===== config.mk =====
export PLATFORM = sky130hd
export DESIGN_NAME = c16sc_top
export DESIGN_NICKNAME = d
export VERILOG_FILES = /design/src/c16sc_pkg.sv /design/src/c16sc_sock_if.sv /design/src/c16sc_top.sv /design/src/c16sc_sense.sv /design/src/c16sc_decode.sv
export SDC_FILE = /design/constraint.sdc
export NUM_CORES = 1
export LEC_CHECK = 0
export BUFFER_PORTS_ARGS = -buffer_cell sky130_fd_sc_hd__buf_4
export CAP_MARGIN = 25
export CELL_PAD_IN_SITES_DETAIL_PLACEMENT = 0
export CELL_PAD_IN_SITES_GLOBAL_PLACEMENT = 1
export CORE_ASPECT_RATIO = 0.7
export CORE_MARGIN = 2
export CORE_UTILIZATION = 40
export DETAILED_ROUTE_END_ITERATION = 6
export HOLD_SLACK_MARGIN = 0.12
export PLACE_DENSITY = 0.78
export SLEW_MARGIN = 20
export SYNTH_ARGS = -nofsm -noshare
export SYNTH_HDL_FRONTEND = slang
export SYNTH_HIERARCHICAL = 1
export SYNTH_SLANG_ARGS = --single-unit

===== constraint.sdc =====
create_clock -name clk_sys_i -period 3.53 [get_ports clk_sys_i]
set_input_delay 0.1765 -clock clk_sys_i [delete_from_list [all_inputs] [get_ports clk_sys_i]]
set_output_delay 0.1765 -clock clk_sys_i [all_outputs]
set_load 0.01 [all_outputs]

===== src/c16sc_pkg.sv =====
// Notes on behaviour
// - decode good, weak and dead battery states
// - second detect is audio only in io mode
// - merge both sockets' audio onto one output
// - merged audio is exclusive-or of sockets
// - card present when both detects read low
// - first enable even bytes, second odd bytes
// - io read strobe for host io reads
// - io read strobe as dma write strobe
// - io write strobe low for io writes
// - io write strobe as dma read strobe
// - output enable low for memory reads
// - output enable marks count end, dma write
// - write enable marks count end, dma read
// - attribute select acknowledges dma with strobe

//==============================================
// shared constants and types
package c16sc_pkg;
  localparam int unsigned SOCKETS = 2;
  localparam int unsigned SOCK_A  = 0;
  localparam int unsigned SOCK_B  = 1;

  // cycle timing, all least times
  localparam int unsigned CLK_PERIOD_NS = 40;
  localparam int unsigned SETUP_NS      = 30;
  localparam int unsigned STROBE_NS     = 250;
  localparam int unsigned HOLD_NS       = 20;

  // least time to whole cycles, never below one
  function automatic int unsigned ns_to_cyc(
    input int unsigned ns
  );
    int unsigned c;
    c = (ns + CLK_PERIOD_NS - 1) / CLK_PERIOD_NS;
    return (c < 1) ? 1 : c;
  endfunction

  localparam int unsigned SETUP_CYC  = ns_to_cyc(SETUP_NS);
  localparam int unsigned STROBE_CYC = ns_to_cyc(STROBE_NS);
  localparam int unsigned HOLD_CYC   = ns_to_cyc(HOLD_NS);
  localparam int unsigned CNT_W      = 4;
  localparam logic [CNT_W-1:0] SETUP_LOAD  = CNT_W'(SETUP_CYC - 1);
  localparam logic [CNT_W-1:0] STROBE_LOAD = CNT_W'(STROBE_CYC - 1);
  localparam logic [CNT_W-1:0] HOLD_LOAD   = CNT_W'(HOLD_CYC - 1);

  // card pin levels are active low
  localparam logic PIN_ON  = 1'b0;
  localparam logic PIN_OFF = 1'b1;

  typedef enum logic [1:0] {
    C16SC_K_MEM_RD = 2'b00,
    C16SC_K_IO_RD  = 2'b01,
    C16SC_K_IO_WR  = 2'b10,
    C16SC_K_DMA    = 2'b11
  } c16sc_kind_e;

  typedef enum logic [1:0] {
    C16SC_B_GOOD = 2'b00,
    C16SC_B_WEAK = 2'b01,
    C16SC_B_DEAD = 2'b10
  } c16sc_batt_e;

  typedef enum logic [1:0] {
    C16SC_ST_IDLE   = 2'b00,
    C16SC_ST_SETUP  = 2'b01,
    C16SC_ST_STROBE = 2'b10,
    C16SC_ST_HOLD   = 2'b11
  } c16sc_state_e;

  typedef struct packed {
    logic even_b;
    logic odd_b;
    logic io_rd_b;
    logic io_wr_b;
    logic oe_b;
    logic we_b;
    logic attr_b;
  } c16sc_pins_s;

  localparam c16sc_pins_s PINS_IDLE = '{
    PIN_OFF, PIN_OFF, PIN_OFF, PIN_OFF, PIN_OFF, PIN_OFF, PIN_OFF
  };

  typedef struct packed {
    logic        present;
    c16sc_batt_e batt;
    logic        sts_chg;
    logic        ring;
    logic        audio;
    logic        dreq;
    logic        io_ack;
  } c16sc_det_s;

  localparam c16sc_det_s DET_RESET = '{
    1'b0, C16SC_B_GOOD, 1'b0, 1'b0, 1'b0, 1'b0, 1'b0
  };
endpackage


===== src/c16sc_sock_if.sv =====
`timescale 1ns/100ps
//==============================================
// per-socket carrier between sequencer, decode, sense
interface c16sc_sock_if;
  import c16sc_pkg::*;
  c16sc_state_e state;
  c16sc_kind_e  kind;
  logic [1:0]   byte_en;
  logic         to_host;
  logic         last;
  c16sc_pins_s  pins;
  logic         io_mode;
  logic         dma_en;
  logic         dreq_ack;
  logic         ring_mode;
  logic         batt1;
  logic         batt2;
  logic         pres1_b;
  logic         pres2_b;
  logic         ack_b;
  c16sc_det_s   det;

  modport dec (
    input  state, kind, byte_en, to_host, last,
    output pins
  );
  modport sense (
    input  io_mode, dma_en, dreq_ack, ring_mode,
    input  batt1, batt2, pres1_b, pres2_b, ack_b,
    output det
  );
endinterface


===== src/c16sc_top.sv =====
`timescale 1ns/100ps
//==============================================
// two-socket control for 16-bit removable cards
module c16sc_top (
  // clock and reset
  input  wire logic                           clk_sys_i,
  input  wire logic                           rst_b_i,
  // socket configuration
  input  wire logic [c16sc_pkg::SOCKETS-1:0]  cfg_io_mode_i,
  input  wire logic [c16sc_pkg::SOCKETS-1:0]  cfg_dma_en_i,
  input  wire logic [c16sc_pkg::SOCKETS-1:0]  cfg_dreq_ack_i,
  input  wire logic [c16sc_pkg::SOCKETS-1:0]  cfg_ring_mode_i,
  // host cycle requests
  input  wire logic [c16sc_pkg::SOCKETS-1:0]  req_valid_i,
  input  wire c16sc_pkg::c16sc_kind_e         req_kind_i
                                              [c16sc_pkg::SOCKETS],
  input  wire logic [1:0]                     req_byte_en_i
                                              [c16sc_pkg::SOCKETS],
  input  wire logic [c16sc_pkg::SOCKETS-1:0]  req_to_host_i,
  input  wire logic [c16sc_pkg::SOCKETS-1:0]  req_last_i,
  // host cycle status
  output logic [c16sc_pkg::SOCKETS-1:0]       req_busy_o,
  output logic [c16sc_pkg::SOCKETS-1:0]       req_done_o,
  output logic [c16sc_pkg::SOCKETS-1:0]       req_refused_o,
  // host card status
  output logic [c16sc_pkg::SOCKETS-1:0]       card_present_o,
  output c16sc_pkg::c16sc_batt_e              battery_state_o
                                              [c16sc_pkg::SOCKETS],
  output logic [c16sc_pkg::SOCKETS-1:0]       card_status_change_o,
  output logic [c16sc_pkg::SOCKETS-1:0]       modem_ring_indicate_o,
  output logic [c16sc_pkg::SOCKETS-1:0]       dma_request_o,
  output logic [c16sc_pkg::SOCKETS-1:0]       io_read_ack_o,
  output logic                                merged_audio_out_o,
  // card pin inputs
  input  wire logic [c16sc_pkg::SOCKETS-1:0]  battery_detect_first_i,
  input  wire logic [c16sc_pkg::SOCKETS-1:0]  battery_detect_second_i,
  input  wire logic [c16sc_pkg::SOCKETS-1:0]  card_present_first_b_i,
  input  wire logic [c16sc_pkg::SOCKETS-1:0]  card_present_second_b_i,
  input  wire logic [c16sc_pkg::SOCKETS-1:0]  io_read_acknowledge_b_i,
  input  wire logic [c16sc_pkg::SOCKETS-1:0]  card_wait_b_i,
  // card pin outputs
  output logic [c16sc_pkg::SOCKETS-1:0]       even_byte_enable_b_o,
  output logic [c16sc_pkg::SOCKETS-1:0]       odd_byte_enable_b_o,
  output logic [c16sc_pkg::SOCKETS-1:0]       io_read_strobe_b_o,
  output logic [c16sc_pkg::SOCKETS-1:0]       io_write_strobe_b_o,
  output logic [c16sc_pkg::SOCKETS-1:0]       output_enable_b_o,
  output logic [c16sc_pkg::SOCKETS-1:0]       write_enable_b_o,
  output logic [c16sc_pkg::SOCKETS-1:0]       dma_acknowledge_b_o
);
  import c16sc_pkg::*;

  //==============================================
  // request legality
  // io cycles need io mode, dma needs io mode and enable
  function automatic logic req_legal(
    input c16sc_kind_e kind,
    input logic        io_mode,
    input logic        dma_en
  );
    logic ok;
    case (kind)
      C16SC_K_MEM_RD: ok = 1'b1;
      C16SC_K_IO_RD:  ok = io_mode;
      C16SC_K_IO_WR:  ok = io_mode;
      C16SC_K_DMA:    ok = io_mode & dma_en;
      default:        ok = 1'b0;
    endcase
    return ok;
  endfunction

  //==============================================
  // socket copies
  // one independent copy per socket
  for (genvar g = 0; g < SOCKETS; g++) begin : g_sock
    c16sc_sock_if sif ();

    c16sc_state_e     state_q;
    c16sc_state_e     state_d;
    logic [CNT_W-1:0] cnt_q;
    logic [CNT_W-1:0] cnt_d;
    c16sc_kind_e      kind_q;
    c16sc_kind_e      kind_d;
    logic [1:0]       be_q;
    logic [1:0]       be_d;
    logic             to_host_q;
    logic             to_host_d;
    logic             last_q;
    logic             last_d;
    logic             busy_q;
    logic             busy_d;
    logic             done_q;
    logic             done_d;
    logic             refused_q;
    logic             refused_d;
    c16sc_pins_s      pins_q;
    c16sc_det_s       det_q;

    // mode and raw card inputs into the carrier
    assign sif.io_mode   = cfg_io_mode_i[g];
    assign sif.dma_en    = cfg_dma_en_i[g];
    assign sif.dreq_ack  = cfg_dreq_ack_i[g];
    assign sif.ring_mode = cfg_ring_mode_i[g];
    assign sif.batt1     = battery_detect_first_i[g];
    assign sif.batt2     = battery_detect_second_i[g];
    assign sif.pres1_b   = card_present_first_b_i[g];
    assign sif.pres2_b   = card_present_second_b_i[g];
    assign sif.ack_b     = io_read_acknowledge_b_i[g];

    // decode works on next state so pins line up with state_q
    assign sif.state   = state_d;
    assign sif.kind    = kind_d;
    assign sif.byte_en = be_d;
    assign sif.to_host = to_host_d;
    assign sif.last    = last_d;

    c16sc_sense u_sense (
      .s (sif)
    );

    c16sc_decode u_decode (
      .p (sif)
    );

    // cycle sequencer next state
    // wait is honoured only after the least strobe time
    always_comb begin
      state_d   = state_q;
      cnt_d     = cnt_q;
      kind_d    = kind_q;
      be_d      = be_q;
      to_host_d = to_host_q;
      last_d    = last_q;
      done_d    = 1'b0;
      refused_d = 1'b0;
      case (state_q)
        C16SC_ST_IDLE: begin
          if (req_valid_i[g]) begin
            if (det_q.present &&
                req_legal(req_kind_i[g], cfg_io_mode_i[g],
                          cfg_dma_en_i[g])) begin
              state_d   = C16SC_ST_SETUP;
              cnt_d     = SETUP_LOAD;
              kind_d    = req_kind_i[g];
              be_d      = req_byte_en_i[g];
              to_host_d = req_to_host_i[g];
              last_d    = req_last_i[g];
            end else begin
              refused_d = 1'b1;
            end
          end
        end
        C16SC_ST_SETUP: begin
          if (cnt_q == '0) begin
            state_d = C16SC_ST_STROBE;
            cnt_d   = STROBE_LOAD;
          end else begin
            cnt_d = cnt_q - 1'b1;
          end
        end
        C16SC_ST_STROBE: begin
          if (cnt_q != '0) begin
            cnt_d = cnt_q - 1'b1;
          end else if (card_wait_b_i[g]) begin
            state_d = C16SC_ST_HOLD;
            cnt_d   = HOLD_LOAD;
          end
        end
        C16SC_ST_HOLD: begin
          if (cnt_q == '0) begin
            state_d = C16SC_ST_IDLE;
            done_d  = 1'b1;
          end else begin
            cnt_d = cnt_q - 1'b1;
          end
        end
        default: begin
          state_d = C16SC_ST_IDLE;
          cnt_d   = '0;
        end
      endcase
      busy_d = (state_d != C16SC_ST_IDLE);
    end

    // sequencer, pin and status registers
    always_ff @(posedge clk_sys_i or negedge rst_b_i) begin
      if (!rst_b_i) begin
        state_q   <= C16SC_ST_IDLE;
        cnt_q     <= '0;
        kind_q    <= C16SC_K_MEM_RD;
        be_q      <= 2'b00;
        to_host_q <= 1'b0;
        last_q    <= 1'b0;
        busy_q    <= 1'b0;
        done_q    <= 1'b0;
        refused_q <= 1'b0;
        pins_q    <= PINS_IDLE;
        det_q     <= DET_RESET;
      end else begin
        state_q   <= state_d;
        cnt_q     <= cnt_d;
        kind_q    <= kind_d;
        be_q      <= be_d;
        to_host_q <= to_host_d;
        last_q    <= last_d;
        busy_q    <= busy_d;
        done_q    <= done_d;
        refused_q <= refused_d;
        pins_q    <= sif.pins;
        det_q     <= sif.det;
      end
    end

    // outputs straight from the registers
    assign req_busy_o[g]            = busy_q;
    assign req_done_o[g]            = done_q;
    assign req_refused_o[g]         = refused_q;
    assign card_present_o[g]        = det_q.present;
    assign battery_state_o[g]       = det_q.batt;
    assign card_status_change_o[g]  = det_q.sts_chg;
    assign modem_ring_indicate_o[g] = det_q.ring;
    assign dma_request_o[g]         = det_q.dreq;
    assign io_read_ack_o[g]         = det_q.io_ack;
    assign even_byte_enable_b_o[g]  = pins_q.even_b;
    assign odd_byte_enable_b_o[g]   = pins_q.odd_b;
    assign io_read_strobe_b_o[g]    = pins_q.io_rd_b;
    assign io_write_strobe_b_o[g]   = pins_q.io_wr_b;
    assign output_enable_b_o[g]     = pins_q.oe_b;
    assign write_enable_b_o[g]      = pins_q.we_b;
    assign dma_acknowledge_b_o[g]   = pins_q.attr_b;

    //==============================================
    // checks on this socket
    chk_present_decode: assert property (
      @(posedge clk_sys_i) disable iff (!rst_b_i)
      (!card_present_first_b_i[g] && !card_present_second_b_i[g])
      |=> card_present_o[g])
      else $error("present not seen with both detects low");

    chk_battery_dead: assert property (
      @(posedge clk_sys_i) disable iff (!rst_b_i)
      (card_present_o[g] && !cfg_io_mode_i[g] &&
       !battery_detect_first_i[g] && !card_present_first_b_i[g] &&
       !card_present_second_b_i[g])
      |=> battery_state_o[g] == C16SC_B_DEAD)
      else $error("dead battery not decoded");

    chk_audio_io_only: assert property (
      @(posedge clk_sys_i) disable iff (!rst_b_i)
      !$past(cfg_io_mode_i[g]) |-> !det_q.audio)
      else $error("audio passed outside io mode");

    chk_even_odd_enable: assert property (
      @(posedge clk_sys_i) disable iff (!rst_b_i)
      busy_q |-> (even_byte_enable_b_o[g] == !be_q[0]) &&
                 (odd_byte_enable_b_o[g] == !be_q[1]))
      else $error("byte enables do not follow request");

    chk_strobe_width: assert property (
      @(posedge clk_sys_i) disable iff (!rst_b_i)
      $fell(io_read_strobe_b_o[g]) |-> !io_read_strobe_b_o[g] [*7])
      else $error("read strobe shorter than least time");

    chk_io_write_cause: assert property (
      @(posedge clk_sys_i) disable iff (!rst_b_i)
      !io_write_strobe_b_o[g] |-> state_q == C16SC_ST_STROBE &&
        (kind_q == C16SC_K_IO_WR ||
         (kind_q == C16SC_K_DMA && !to_host_q)))
      else $error("write strobe without write cycle");

    chk_mem_read_oe: assert property (
      @(posedge clk_sys_i) disable iff (!rst_b_i)
      (state_q == C16SC_ST_STROBE && kind_q == C16SC_K_MEM_RD)
      |-> !output_enable_b_o[g] && io_read_strobe_b_o[g] &&
          dma_acknowledge_b_o[g])
      else $error("memory read without output enable");

    chk_count_end_oe: assert property (
      @(posedge clk_sys_i) disable iff (!rst_b_i)
      (state_q == C16SC_ST_STROBE && kind_q == C16SC_K_DMA &&
       to_host_q && last_q)
      |-> !output_enable_b_o[g] && !io_read_strobe_b_o[g] &&
          write_enable_b_o[g])
      else $error("count end missing on dma write");

    chk_count_end_we: assert property (
      @(posedge clk_sys_i) disable iff (!rst_b_i)
      !write_enable_b_o[g] |-> kind_q == C16SC_K_DMA &&
        !to_host_q && last_q && !io_write_strobe_b_o[g])
      else $error("write enable outside dma read end");

    chk_dma_acknowledge_pairs: assert property (
      @(posedge clk_sys_i) disable iff (!rst_b_i)
      (!dma_acknowledge_b_o[g] && state_q == C16SC_ST_STROBE)
      |-> io_read_strobe_b_o[g] != io_write_strobe_b_o[g])
      else $error("acknowledge without exactly one strobe");

    chk_refuse_mode: assert property (
      @(posedge clk_sys_i) disable iff (!rst_b_i)
      (req_valid_i[g] && !busy_q && !cfg_io_mode_i[g] &&
       req_kind_i[g] != C16SC_K_MEM_RD)
      |=> req_refused_o[g] && !req_busy_o[g])
      else $error("io cycle accepted in memory mode");
  end

  //==============================================
  // speaker merge across sockets
  logic merged_q;
  logic merged_d;

  always_comb begin
    merged_d = g_sock[SOCK_A].sif.det.audio ^
               g_sock[SOCK_B].sif.det.audio;
  end

  always_ff @(posedge clk_sys_i or negedge rst_b_i) begin
    if (!rst_b_i) begin
      merged_q <= 1'b0;
    end else begin
      merged_q <= merged_d;
    end
  end

  assign merged_audio_out_o = merged_q;

  chk_merged_xor: assert property (
    @(posedge clk_sys_i) disable iff (!rst_b_i)
    1'b1 |=> merged_audio_out_o ==
      ($past(g_sock[SOCK_A].sif.det.audio) ^
       $past(g_sock[SOCK_B].sif.det.audio)))
    else $error("merged audio is not the exclusive-or");
endmodule


===== src/c16sc_sense.sv =====
`timescale 1ns/100ps
//==============================================
// card input decoding for one socket
module c16sc_sense (
  // socket carrier
  c16sc_sock_if.sense s
);
  import c16sc_pkg::*;
  c16sc_det_s d;
  logic       present;
  logic       battery_detect_second_dreq;
  logic       ack_dreq;

  // everything gated by presence so a floating socket reads quiet
  always_comb begin
    d = DET_RESET;
    present   = ~s.pres1_b & ~s.pres2_b;
    battery_detect_second_dreq = s.io_mode & s.dma_en & ~s.dreq_ack;
    ack_dreq  = s.io_mode & s.dma_en & s.dreq_ack;
    d.present = present;
    if (present && !s.io_mode) begin
      if (!s.batt1) begin
        d.batt = C16SC_B_DEAD;
      end else if (!s.batt2) begin
        d.batt = C16SC_B_WEAK;
      end else begin
        d.batt = C16SC_B_GOOD;
      end
    end
    d.sts_chg = present & s.io_mode & ~s.ring_mode & ~s.batt1;
    d.ring    = present & s.io_mode & s.ring_mode & ~s.batt1;
    d.audio   = present & s.io_mode & ~battery_detect_second_dreq & s.batt2;
    d.dreq    = present & ((battery_detect_second_dreq & ~s.batt2) |
                           (ack_dreq & ~s.ack_b));
    d.io_ack  = present & s.io_mode & ~ack_dreq & ~s.ack_b;
  end

  assign s.det = d;
endmodule


===== src/c16sc_decode.sv =====
`timescale 1ns/100ps
//==============================================
// card strobe levels from cycle state, one socket
module c16sc_decode (
  // socket carrier
  c16sc_sock_if.dec p
);
  import c16sc_pkg::*;
  c16sc_pins_s q;
  logic        active;
  logic        strobe;
  logic        dma_wr;
  logic        dma_rd;

  // dma write moves card to host, dma read host to card
  always_comb begin
    q      = PINS_IDLE;
    active = (p.state != C16SC_ST_IDLE);
    strobe = (p.state == C16SC_ST_STROBE);
    dma_wr = (p.kind == C16SC_K_DMA) & p.to_host;
    dma_rd = (p.kind == C16SC_K_DMA) & ~p.to_host;
    q.even_b  = ~(active & p.byte_en[0]);
    q.odd_b   = ~(active & p.byte_en[1]);
    q.io_rd_b = ~(strobe & ((p.kind == C16SC_K_IO_RD) | dma_wr));
    q.io_wr_b = ~(strobe & ((p.kind == C16SC_K_IO_WR) | dma_rd));
    q.oe_b    = ~(strobe & ((p.kind == C16SC_K_MEM_RD) |
                            (dma_wr & p.last)));
    q.we_b    = ~(strobe & dma_rd & p.last);
    // acknowledge for the whole dma cycle
    q.attr_b  = ~(active & (p.kind == C16SC_K_DMA));
  end

  assign p.pins = q;
endmodule


==> results of run 1 <==
-- registers in the layout (all words and copies together) (netlist names), 4 cells and up --
| name | count |
|---|---|
| battery_state_o | 4 |
| g_sock.be_q | 4 |
| g_sock.cnt_q | 8 |
| g_sock.kind_q | 4 |
| g_sock.state_q | 4 |
-- logic make-up (layout without fill, tap and decap cells) --
logic type / after synthesis / count (layout)
multiplexers: 15 / 15
buffers and inverters: 20 / 122
AND/OR/NAND/NOR: 74 / 74
flip-flops: 59 / 59
adder cells (fa/ha/maj): 7 / 7
XOR/XNOR: 3 / 3
AO/OA/AOI/OAI: 38 / 38
-- per-layer routing --
metal  vias up  track usage  share of wire
met3         4       0.0546          0.057
met5         -            0              0
li1        968            -              -
met1       917        0.233           0.50
met4         0       0.0495         0.0065
met2        60        0.242           0.43
-- placed cells by master, fill, tap and decap left out, types with 2 or more instances in the layout --
cell type                       Yosys  final
sky130_fd_sc_hd__a211oi_2           2      2
sky130_fd_sc_hd__a21o_1             2      2
sky130_fd_sc_hd__a21oi_1            5      5
sky130_fd_sc_hd__and4_1             2      2
sky130_fd_sc_hd__and4bb_2           2      2
sky130_fd_sc_hd__buf_4              8     70
sky130_fd_sc_hd__bufinv_16          0      2
sky130_fd_sc_hd__clkbuf_1           0      2
sky130_fd_sc_hd__clkbuf_8           0      9
sky130_fd_sc_hd__clkinv_2           0      2
sky130_fd_sc_hd__dfrtp_1           45     45
sky130_fd_sc_hd__dfstp_2           14     14
sky130_fd_sc_hd__dlygate4sd3_1      0     24
sky130_fd_sc_hd__ha_1               6      6
sky130_fd_sc_hd__inv_1             12     12
sky130_fd_sc_hd__mux2_2            14     14
sky130_fd_sc_hd__nand2_1           11     11
sky130_fd_sc_hd__nand2b_1           3      3
sky130_fd_sc_hd__nand3_1            9      9
sky130_fd_sc_hd__nand4_1            2      2
sky130_fd_sc_hd__nor2_1             9      9
sky130_fd_sc_hd__nor2_2             2      2
sky130_fd_sc_hd__nor2b_1            5      5
sky130_fd_sc_hd__nor2b_4            2      2
sky130_fd_sc_hd__nor3_1             5      5
sky130_fd_sc_hd__nor3b_1            3      3
sky130_fd_sc_hd__nor3b_2            7      7
sky130_fd_sc_hd__nor4_1             3      3
sky130_fd_sc_hd__o211ai_1           3      3
sky130_fd_sc_hd__o21a_1             2      2
sky130_fd_sc_hd__o21ai_0           10     10
sky130_fd_sc_hd__o21ai_1            4      4
sky130_fd_sc_hd__or3_1              2      2
sky130_fd_sc_hd__or3b_4             2      2
sky130_fd_sc_hd__xnor2_1            2      2
-- final cells by class --
type                    count  area (um^2)
fillers                   525         2660
flip-flops and latches     59         1490
multi-input cells         137         1030
repair buffers             94          766
clock buffers              11          131
well taps                  78         97.6
clock inverters             5         77.6
inverters                  12         45.0
-- report_power, final --
part           total [mW]  leakage (nW)  switching (mW)  internal [mW]
registers            1.04         0.727           0.118          0.921
logic               0.937         0.860           0.495          0.442
clock network       0.643         0.103           0.248          0.395
-- stage by stage --
step / hold WS [ns] / worst slack [ns] / std cells
final: 0.148 / 1.43 / 396
after floorplan: -0.119 / 1.77 / 216
after global placement: 0.289 / 1.43 / 356
after detailed placement: 0.290 / 1.46 / 356
after CTS: 0.129 / 1.45 / 396
after global routing: 0.134 / 1.25 / 396
-- path summary, 6_finish.rpt --
kind,startpoint,end,depth (start not counted)
min in group asynchronous,rst_b_i,g_sock[1].to_host_q$_DFF_PN0_,2
setup reg to reg,g_sock[1].state_q[0]$_DFF_PN0_,output_enable_b_o[1]$_DFF_PN1_,6
max in group asynchronous,rst_b_i,g_sock[1].cnt_q[2]$_DFFE_PN0P_,2
hold / removal,cfg_dma_en_i[0],dma_request_o[0]$_DFF_PN0_,2
setup / recovery,g_sock[1].state_q[0]$_DFF_PN0_,output_enable_b_o[1]$_DFF_PN1_,6
hold reg to reg,g_sock[0].be_q[1]$_DFF_PN0_,g_sock[0].be_q[1]$_DFF_PN0_,1
==> reports/results.ini, run 1 <==
[run_status]
outcome = finished clean

[critical_path]
critical_path.cell_chain = nor2_2, nand2_1, nor2_2, mux2_2, and4_1, o21ai_1
cp.buffers_inverters = 0
timing.setup.critical_path_class = reg2reg
cpMostUsedCell = sky130_fd_sc_hd__nor2_2
cp_max_delay_cell = sky130_fd_sc_hd__dfrtp_1
cp-end-kind = flip-flop
regToRegSetupSlack_ns = 1.43
timing.critical_path.from_type = flip-flop
data_arrival_time_of_the_critical_path_ns = 2.35
path_delay_family = simple AND/OR/NAND/NOR gates
worstPathMaxFanout = 7
critical_path_required_ns = 3.79
biggest_cell_delay_along_the_critical_path_ns = 0.46

[sta]
max_slew_margin_vs_limit = 0.519
finClkSkew_ns = 0.00589
worst_slew_pin_slew_ns = 0.721
setup_repair_after_global_routing_missed_its_margin = no
period_utilization = 0.594
fin_setup_tns_ns = 0
slew_violations = 0
setup_viol = 0
hold_violations = 0
clock.fmax_mhz = 477
finalCriticalPeriod_ns = 2.10

[global_routing]
number_of_antenna_violations_at_the_first_check_in_global_routing = 0
grtUsageTotal = 0.165
global_route.overflow_total = 0
grt_pass1_vias = 1898
global_route_wire_length_before_repair_um = 9220
grt_start_max_net_pins = 60

[placement]
dpl-instance-area_um2 = 3200
place_congestion = 0.790
detailed_place_hpwl_um = 3920
portBuffers = 70

[synthesis]
yosys_warnings = 6
synthFlopType = sky130_fd_sc_hd__dfrtp_1
synth_top_cells_by_area = sky130_fd_sc_hd__dfrtp_1 (43%), sky130_fd_sc_hd__dfstp_2 (14%), sky130_fd_sc_hd__mux2_2 (6.0%), sky130_fd_sc_hd__nor3b_2 (3.3%), sky130_fd_sc_hd__ha_1 (2.9%)
postSynthNetCount = 258
post_synth_cell_types = 48
ys_seq_area_frac = 0.567
synth_commonest_cells = sky130_fd_sc_hd__dfrtp_1 (45), sky130_fd_sc_hd__dfstp_2 (14), sky130_fd_sc_hd__mux2_2 (14), sky130_fd_sc_hd__inv_1 (12), sky130_fd_sc_hd__nand2_1 (11)
flops_latches_synth = 59
mappedNetlistArea_um2 = 2630
yosys.area_share.xor_xnor = 0.00998
post_synth_inst_count = 216
mux_share_of_post_synthesis_cell_area = 0.0637
synth_compound_gate_area_share = 0.0974
syn_area_per_cell_um2 = 12.2
synthArstFlopShare = 1.00
synth.largest_area_cell = sky130_fd_sc_hd__dfrtp_1
synth-simple-area-share = 0.189
synth_fa_ha_area_frac = 0.0328
synth_enable_flop_cells = 0
yosysMostFrequentCell = sky130_fd_sc_hd__dfrtp_1
synth_top_family_by_area = simple AND/OR/NAND/NOR gates
synth_largest_type_area_fraction = 0.428

[final_layout]
layout-drive-gt1-share = 0.415
cell_area_after_layout_um2 = 3640
final_core_util = 0.578
flow.area_growth_from_synthesis_pct = 38.5
final_net_count = 355
n_antenna_cell = 0

[floorplan]
die_area_um2 = 7260
floorplan.io_pins = 71
rows = 24
design.core.area_um2 = 6310
die_width_um = 101
initial_utilization = 0.417
floorplan.die.height_um = 71.9

[flow_run]
max-cap-violations = 0

[power_and_ir_drop]
power.total_mw = 2.62
peakVddDrop_mv = 0.331
static-leakage-power_nw = 1.69
power.density_cell_area_nw_per_um2 = 718

[clock_network]
number_of_cts_inserted_buffers = 9
post_cts_repair_resize_count = 0
clkTransAtPathRegs_ns = 0.06
htree_levels = 3
tritoncts_num_sinks = 59
clock_tree.root_cell = sky130_fd_sc_hd__clkbuf_8
cts_tree = done
post-cts-setup-buffer-count = 0
clk-insertion-delay-late_ns = 0.33
holdBufCountCts = 24
clock_path_buffers = 2

[routing]
final_antenna_net_count = 0
drt_pass_1_iters = 4
drt_wl_total_um = 5520
vias = 1949
drc = 0
wl_per_cell_um = 13.9
drtIter0Drc = 135
vias_per_cell = 4.92

[hold_path]
timing.hold.worst.class = in2reg

Note: power is estimated with default switching activity, not from simulation.
==> run 2: changes to the inputs <==
Settings changed: ABC_AREA from default to 1, CORE_UTILIZATION 40 to 39, PLACE_DENSITY 0.78 to 0.79.
Clock period 3.53 ns to 2.1 ns, I/O delays scaled along.
==> run 2 against run 1 <==
  * Sequential share of layout area decreased by 4.5 points
  * Global-route usage increased by 1.2 points
  * Worst setup slack got worse by 1.4 ns
  * Register-to-register slack got worse by 1.1 ns
  * Critical endpoint is now io_read_ack_o[1]$_DFF_PN0_
  * Highest routed layer unchanged
==> reports/results.ini, run 2 <==
[synthesis]
synth.largest_area_cell = sky130_fd_sc_hd__dfrtp_1
flops_latches_synth = 59  ; unchanged
synthFlopType = sky130_fd_sc_hd__dfrtp_1
post_synth_inst_count = 320  ; +48%
mappedNetlistArea_um2 = 2850  ; +8.1%
synth_enable_flop_cells = 0  ; unchanged
postSynthNetCount = 362  ; +40%
synth_top_cells_by_area = sky130_fd_sc_hd__dfrtp_1 (40%), sky130_fd_sc_hd__dfstp_2 (13%), sky130_fd_sc_hd__nand2_1 (9.4%), sky130_fd_sc_hd__inv_1 (6.2%), sky130_fd_sc_hd__nand3_1 (5.1%)
synth_commonest_cells = sky130_fd_sc_hd__nand2_1 (71), sky130_fd_sc_hd__inv_1 (47), sky130_fd_sc_hd__dfrtp_1 (45), sky130_fd_sc_hd__nand3_1 (29), sky130_fd_sc_hd__nor2_1 (24)
synthArstFlopShare = 1.00  ; unchanged
post_synth_cell_types = 29  ; -40%
synth_largest_type_area_fraction = 0.396  ; -0.0322
yosysMostFrequentCell = sky130_fd_sc_hd__nand2_1
ys_seq_area_frac = 0.525  ; -0.0427
syn_area_per_cell_um2 = 8.90  ; -27%
yosys_warnings = 6  ; unchanged

[floorplan]
rows = 26  ; +8.3%
die_area_um2 = 8010  ; +10%
floorplan.io_pins = 71  ; unchanged
design.core.area_um2 = 7190  ; +14%
floorplan.die.height_um = 75.5  ; +5.0%
initial_utilization = 0.396  ; -0.0215
die_width_um = 106  ; +5.1%

[sta]
hold_violations = 0  ; unchanged
finalCriticalPeriod_ns = 2.05
fin_setup_tns_ns = 0  ; unchanged
setup_viol = 0  ; unchanged
slew_violations = 0  ; unchanged
period_utilization = 0.976
max_slew_margin_vs_limit = 0.507  ; -0.0123
worst_slew_pin_slew_ns = 0.740  ; +0.0184 ns
clock.fmax_mhz = 488
finClkSkew_ns = 0.00856  ; +0.00268 ns
setup_repair_after_global_routing_missed_its_margin = no

[critical_path]
cp-end-kind = flip-flop
timing.setup.critical_path_class = in2reg
critical_path_required_ns = 2.37  ; -1.42 ns
worstPathMaxFanout = 4  ; -3
timing.critical_path.from_type = primary input
data_arrival_time_of_the_critical_path_ns = 2.32  ; -0.03 ns

[clock_network]
number_of_cts_inserted_buffers = 9  ; unchanged
clkTransAtPathRegs_ns = 0.07  ; about the same
tritoncts_num_sinks = 59  ; unchanged
htree_levels = 3  ; unchanged
cts_tree = done
clock_tree.root_cell = sky130_fd_sc_hd__clkbuf_8
clk-insertion-delay-late_ns = 0.34  ; about the same
clock_path_buffers = 2  ; unchanged
post-cts-setup-buffer-count = 0  ; unchanged

[power_and_ir_drop]
static-leakage-power_nw = 2.08  ; +23%
power.combinational.fraction = 0.386  ; +0.028
peakVddDrop_mv = 0.580  ; +75%
switching_power_mw = 1.79  ; +110%
internal_power_mw = 3.05  ; +73%
switching_share = 0.371  ; +0.0420
power.density_cell_area_nw_per_um2 = 1180  ; +65%
clkPwrFrac = 0.267  ; +0.021
power.total_mw = 4.84  ; +85%
register_share_of_total_power = 0.347  ; -0.050

[hold_path]
timing.hold.worst.class = in2reg

[routing]
final_antenna_net_count = 0  ; unchanged
drc = 0  ; unchanged
drt_wl_total_um = 6480  ; +17%
drtIter0Drc = 95  ; -30%
vias = 2383  ; +22%
wl_per_cell_um = 12.1  ; -13%
drt_pass_1_iters = 4  ; unchanged
vias_per_cell = 4.46  ; -9.3%

[placement]
place_congestion = 0.827  ; +4.7%
portBuffers = 70  ; unchanged
detailed_place_hpwl_um = 4660  ; +19%

[final_layout]
largest_reg_flops = 8  ; unchanged
layout-drive-gt1-share = 0.323  ; -0.0917
regMostFlops = g_sock.cnt_q
final_net_count = 473  ; +33%
fillerInstances = 634  ; +21%
flow.area_growth_from_synthesis_pct = 43.7
final_common_cell = sky130_fd_sc_hd__buf_4
n_antenna_cell = 0  ; unchanged
layout_common_cells = sky130_fd_sc_hd__buf_4 (72), sky130_fd_sc_hd__nand2_1 (71), sky130_fd_sc_hd__inv_1 (47)

[flow_run]
max-cap-violations = 0  ; unchanged

[global_routing]
global_route_wire_length_before_repair_um = 10600  ; +15%
global_route.overflow_total = 0  ; unchanged
number_of_antenna_violations_at_the_first_check_in_global_routing = 0  ; unchanged
grt_pass1_vias = 2228  ; +17%
grt_start_max_net_pins = 60  ; unchanged
grtUsageTotal = 0.176  ; +0.0115

[run_status]
outcome = finished clean

-- run 2: routing by layer --
| metal | vias to the layer above | global-route usage | routed length [um] |
|---|---|---|---|
| met5 | - | 0 | 0 |
| met2 | 60 | 0.271 | 2930 |
| met1 | 1093 | 0.239 | 3200 |
| met3 | 2 | 0.0496 | 320 |
| met4 | 0 | 0.0746 | 40 |
| li1 | 1228 | - | - |
-- run 2: area by class of cell --
class / count / area, um^2 / share of cell area
Multi-Input combinational cell: 201 / 1120 / 0.273
Timing Repair Buffer: 110 / 921 / 0.225
Inverter: 50 / 188 / 0.0459
Tap cell: 98 / 123 / 0.0300
Clock inverter: 7 / 125 / 0.0306
Sequential cell: 59 / 1490 / 0.365
Clock buffer: 9 / 124 / 0.0303
-- run 2: logic make-up after synthesis --
kind of cell             share of synthesized area
AO/OA/AOI/OAI                               0.0519
XOR/XNOR                                   0.00923
adder cells (fa/ha/maj)                     0.0264
buffers and inverters                       0.0914
flip-flops                                   0.525
AND/OR/NAND/NOR                              0.296
-- run 2: worst paths after layout --
check | from | endpoint | slack [ns] | depth (start not counted)
worst max-delay path | card_present_second_b_i[1] | io_read_ack_o[1]$_DFF_PN0_ | 0.05 | 7
worst min-delay path | req_kind_i[2] | g_sock[0].kind_q[0]$_DFF_PN0_ | 0.16 | 3
worst max register to register | g_sock[1].cnt_q[0]$_DFFE_PN0P_ | io_read_strobe_b_o[1]$_DFF_PN1_ | 0.34 | 7
worst min register to register | g_sock[0].be_q[1]$_DFF_PN0_ | g_sock[0].be_q[1]$_DFF_PN0_ | 0.47 | 2
max in group asynchronous | rst_b_i | merged_audio_out_o$_DFF_PN0_ | 1.24 | 2
min in group asynchronous | rst_b_i | g_sock[1].kind_q[1]$_DFF_PN0_ | 0.37 | 2
-- run 2: per-stage QoR --
step | utilization | hold slack [ns] | std cells | instance area, um^2 | setup WS, ns
floorplan | - | -0.191 | 320 | 2850 | 0.564
global placement | 0.478 | 0.220 | 480 | 3440 | 0.288
detailed placement | 0.478 | 0.222 | 480 | 3440 | 0.238
CTS | 0.566 | 0.137 | 534 | 4070 | 0.0985
global route | 0.569 | 0.142 | 534 | 4090 | 0.00238
finish | 0.569 | 0.161 | 534 | 4090 | 0.0499
-- run 2: power by group through the flow --
stage,logic [mW],registers [mW],clock network (mW)
global route,2.10,1.72,1.37
floorplan,1.23,1.72,0
detailed placement,1.80,1.70,0
global placement,1.81,1.70,0
CTS,1.85,1.68,1.33
finish,1.87,1.68,1.29
-- run 2: repair_timing --
item	CTS	global route
setup endpoints to repair	0	3
hold buffers	38	0
endpoints found under the hold margin	75	0
gates resized for setup	0	3
-- run 2: critical path, stage by stage --
cell and delay, ns:
sky130_fd_sc_hd__dlygate4sd3_1 0.54, sky130_fd_sc_hd__buf_4 0.14, sky130_fd_sc_hd__nor2_4 0.06, sky130_fd_sc_hd__dlygate4sd3_1 0.63, sky130_fd_sc_hd__nand2_2 0.11, sky130_fd_sc_hd__nor3_1 0.15
sky130_fd_sc_hd__dlygate4sd3_1 0.58
==> run 3: changes to the inputs <==
Settings changed: CORE_UTILIZATION 39 to 35, PLACE_DENSITY 0.79 to 0.75.
Clock period 2.1 ns to 1.6 ns, I/O delays scaled along.
==> run 3 against run 2 <==
  * Critical path depth fell by 1
  * Wire length grew 9.5%
  * Via count grew 4.6%
  * Clock skew down 0.0023 ns
  * Flip-flop and latch count unchanged
  * Highest routed layer unchanged
  * Global-route usage shrank 0.71 points
  * Utilization down 0.91 points
  * Clock power rose by 71%
  * Sequential share of layout area is 2.6 points lower
  * Critical path type unchanged
  * Non-clock buffer count grew 26
  * First-iteration DRC count is 6.3% lower
==> reports/results.ini, run 3 (same netlist as run 2, synthesis figures left out) <==
[critical_path]
data_arrival_time_of_the_critical_path_ns = 1.77  ; -0.55 ns
critical_path.cell_chain = dlygate4sd3_1, buf_4, nor2_4, nand2_2, nor3_1, dlygate4sd3_1
cpMostUsedCell = sky130_fd_sc_hd__dlygate4sd3_1
biggest_cell_delay_along_the_critical_path_ns = 0.57  ; -0.06 ns
cp.buffers_inverters = 3  ; -1
cp-end-kind = flip-flop
timing.critical_path.from_type = primary input
cp_max_delay_cell = sky130_fd_sc_hd__dlygate4sd3_1
timing.setup.critical_path_class = in2reg
worstPathMaxFanout = 4  ; unchanged
path_delay_family = buffers and inverters
critical_path_required_ns = 1.85  ; -0.52 ns

[final_layout]
regMostFlops = g_sock.cnt_q
layout_common_cells = sky130_fd_sc_hd__buf_4 (100), sky130_fd_sc_hd__nand2_1 (71), sky130_fd_sc_hd__inv_1 (46)
multi_input_gate_area_in_the_final_layout_um2 = 1130  ; +1.7%
n_antenna_cell = 0  ; unchanged
final_common_cell = sky130_fd_sc_hd__buf_4
seq_area_um2 = 1490  ; unchanged
layout-drive-gt1-share = 0.381  ; +0.0576
fillerInstances = 716  ; +13%
flow.area_growth_from_synthesis_pct = 54.8
final-instance-count-excl-fill = 563  ; +5.4%
largest_reg_flops = 8  ; unchanged
final_net_count = 499  ; +5.5%

[floorplan]
floorplan.die.height_um = 79.5  ; +5.3%
initial_utilization = 0.362  ; -0.0343
die_area_um2 = 8880  ; +11%
floorplan.io_pins = 71  ; unchanged
design.core.area_um2 = 7870  ; +9.5%
rows = 27  ; +3.8%
die_width_um = 112  ; +5.4%

[global_routing]
number_of_antenna_violations_at_the_first_check_in_global_routing = 0  ; unchanged
grtUsageTotal = 0.169  ; -0.00706
global_route_wire_length_before_repair_um = 11800  ; +11%
global_route.overflow_total = 0  ; unchanged
grt_pass1_vias = 2466  ; +11%
grt_start_max_net_pins = 36  ; -40%

[routing]
drt_wl_total_um = 7100  ; +9.5%
drt_pass_1_iters = 5  ; +1
vias = 2492  ; +4.6%
final_antenna_net_count = 0  ; unchanged
drc = 0  ; unchanged
vias_per_cell = 4.43  ; -0.81%
wl_per_cell_um = 12.6  ; +3.9%
drtIter0Drc = 89  ; -6.3%

[placement]
place_congestion = 0.817  ; -1.3%
dp_slack_ns = -0.0545  ; -0.293 ns
detailed_place_hpwl_um = 5170  ; +11%
portBuffers = 70  ; unchanged
post-place-cells = 512  ; +6.7%

[sta]
max_slew_margin_vs_limit = 0.759  ; +0.252
worst_slew_pin_slew_ns = 0.362  ; -0.377 ns
finClkSkew_ns = 0.00622  ; -0.00234 ns
finalCriticalPeriod_ns = 1.52
hold_violations = 0  ; unchanged
setup_viol = 0  ; unchanged
clock.fmax_mhz = 658
setup_repair_after_global_routing_missed_its_margin = no
slew_violations = 0  ; unchanged
worst_hold_slack_ns = 0.142  ; -0.0187 ns
period_utilization = 0.950
fin_setup_tns_ns = 0  ; unchanged
post-route-worst-setup-slack_ns = 0.0799  ; +0.0300 ns

[hold_path]
timing.hold.worst.class = in2reg

[power_and_ir_drop]
static-leakage-power_nw = 2.25  ; +8.0%
power.total_mw = 7.37  ; +52%
power.density_cell_area_nw_per_um2 = 1670  ; +41%
peakVddDrop_mv = 0.710  ; +23%

[clock_network]
clock_path_buffers = 2  ; unchanged
tritoncts_num_sinks = 59  ; unchanged
cts_tree = done
clkTransAtPathRegs_ns = 0.05  ; -0.02 ns
htree_levels = 3  ; unchanged
clock_tree.root_cell = sky130_fd_sc_hd__clkbuf_16
clk-insertion-delay-late_ns = 0.32  ; -0.02 ns
number_of_cts_inserted_buffers = 9  ; unchanged
post-cts-setup-buffer-count = 0  ; unchanged

[flow_run]
max-cap-violations = 0  ; unchanged

[run_status]
outcome = finished clean

## run 3: changes by cell type in the layout (fill, tap and decap cells not counted), moves of 2 or more
cell,before,now
sky130_fd_sc_hd__buf_4,72,100
sky130_fd_sc_hd__clkbuf_16,0,9
sky130_fd_sc_hd__clkbuf_8,9,1
sky130_fd_sc_hd__clkinv_2,0,2
sky130_fd_sc_hd__clkinv_4,3,0
sky130_fd_sc_hd__dlygate4sd3_1,38,35
sky130_fd_sc_hd__ha_1,6,4
sky130_fd_sc_hd__nor2_1,24,22
sky130_fd_sc_hd__o21ai_2,5,8
sky130_fd_sc_hd__o21ai_4,2,0
## run 3: power by group
group / switching, mW / internal [mW]
logic: 1.65 / 1.34
clock network: 0.653 / 1.56
registers: 0.189 / 1.98
total: 2.49 / 4.89
## run 3: worst register-to-register path: stages (launching register included)
cell,delay [ns]
sky130_fd_sc_hd__dfrtp_1,0.43
sky130_fd_sc_hd__nor2_2,0.16
sky130_fd_sc_hd__nand3_2,0.22
sky130_fd_sc_hd__o21ai_1,0.19
sky130_fd_sc_hd__buf_4,0.17
sky130_fd_sc_hd__nand2_1,0.06
sky130_fd_sc_hd__nor2_1,0.10
sky130_fd_sc_hd__nand3_1,0.09
## run 3: per-stage QoR
stage	util	instance area [um^2]
finish	0.560	4410
global route	0.560	4410
CTS	0.555	4370
detailed placement	0.466	3670
global placement	0.466	3670
floorplan	-	2850
## run 3: metal layers
metal,up-vias,global-route usage,routed length [um]
li1,1282,-,-
met1,1148,0.238,3500
met2,55,0.259,3210
met3,7,0.0357,294
met4,0,0.0617,92
met5,-,0,0
## run 3: cell type report
class                      count  area share
clock buffer                  11      0.0551
tap                          101      0.0287
inverter                      50      0.0426
timing repair buffer         136       0.254
sequential                    59       0.339
multi-input combinational    201       0.258
clock inverter                 5      0.0227
## run 3: timing repair
action / CTS / global route
setup endpoints to repair: 2 / 15
cloned: 0 / 0
hold endpoints to repair: 82 / 0
hold buffers: 35 / 0
pin swaps: 0 / 1
resized for setup: 2 / 8
## run 3: final timing paths
path,end,cells after the start,from,slack (ns)
min in group asynchronous,dma_request_o[1]$_DFF_PN0_,2,rst_b_i,0.21
max in group asynchronous,even_byte_enable_b_o[1]$_DFF_PN1_,3,rst_b_i,0.81
min,g_sock[0].kind_q[0]$_DFF_PN0_,3,req_kind_i[2],0.14
max reg2reg,write_enable_b_o[1]$_DFF_PN1_,7,g_sock[1].state_q[1]$_DFF_PN0_,0.10
min reg2reg,g_sock[0].cnt_q[0]$_DFFE_PN0P_,2,g_sock[0].cnt_q[0]$_DFFE_PN0P_,0.47
max,card_status_change_o[1]$_DFF_PN0_,6,card_present_first_b_i[1],0.08
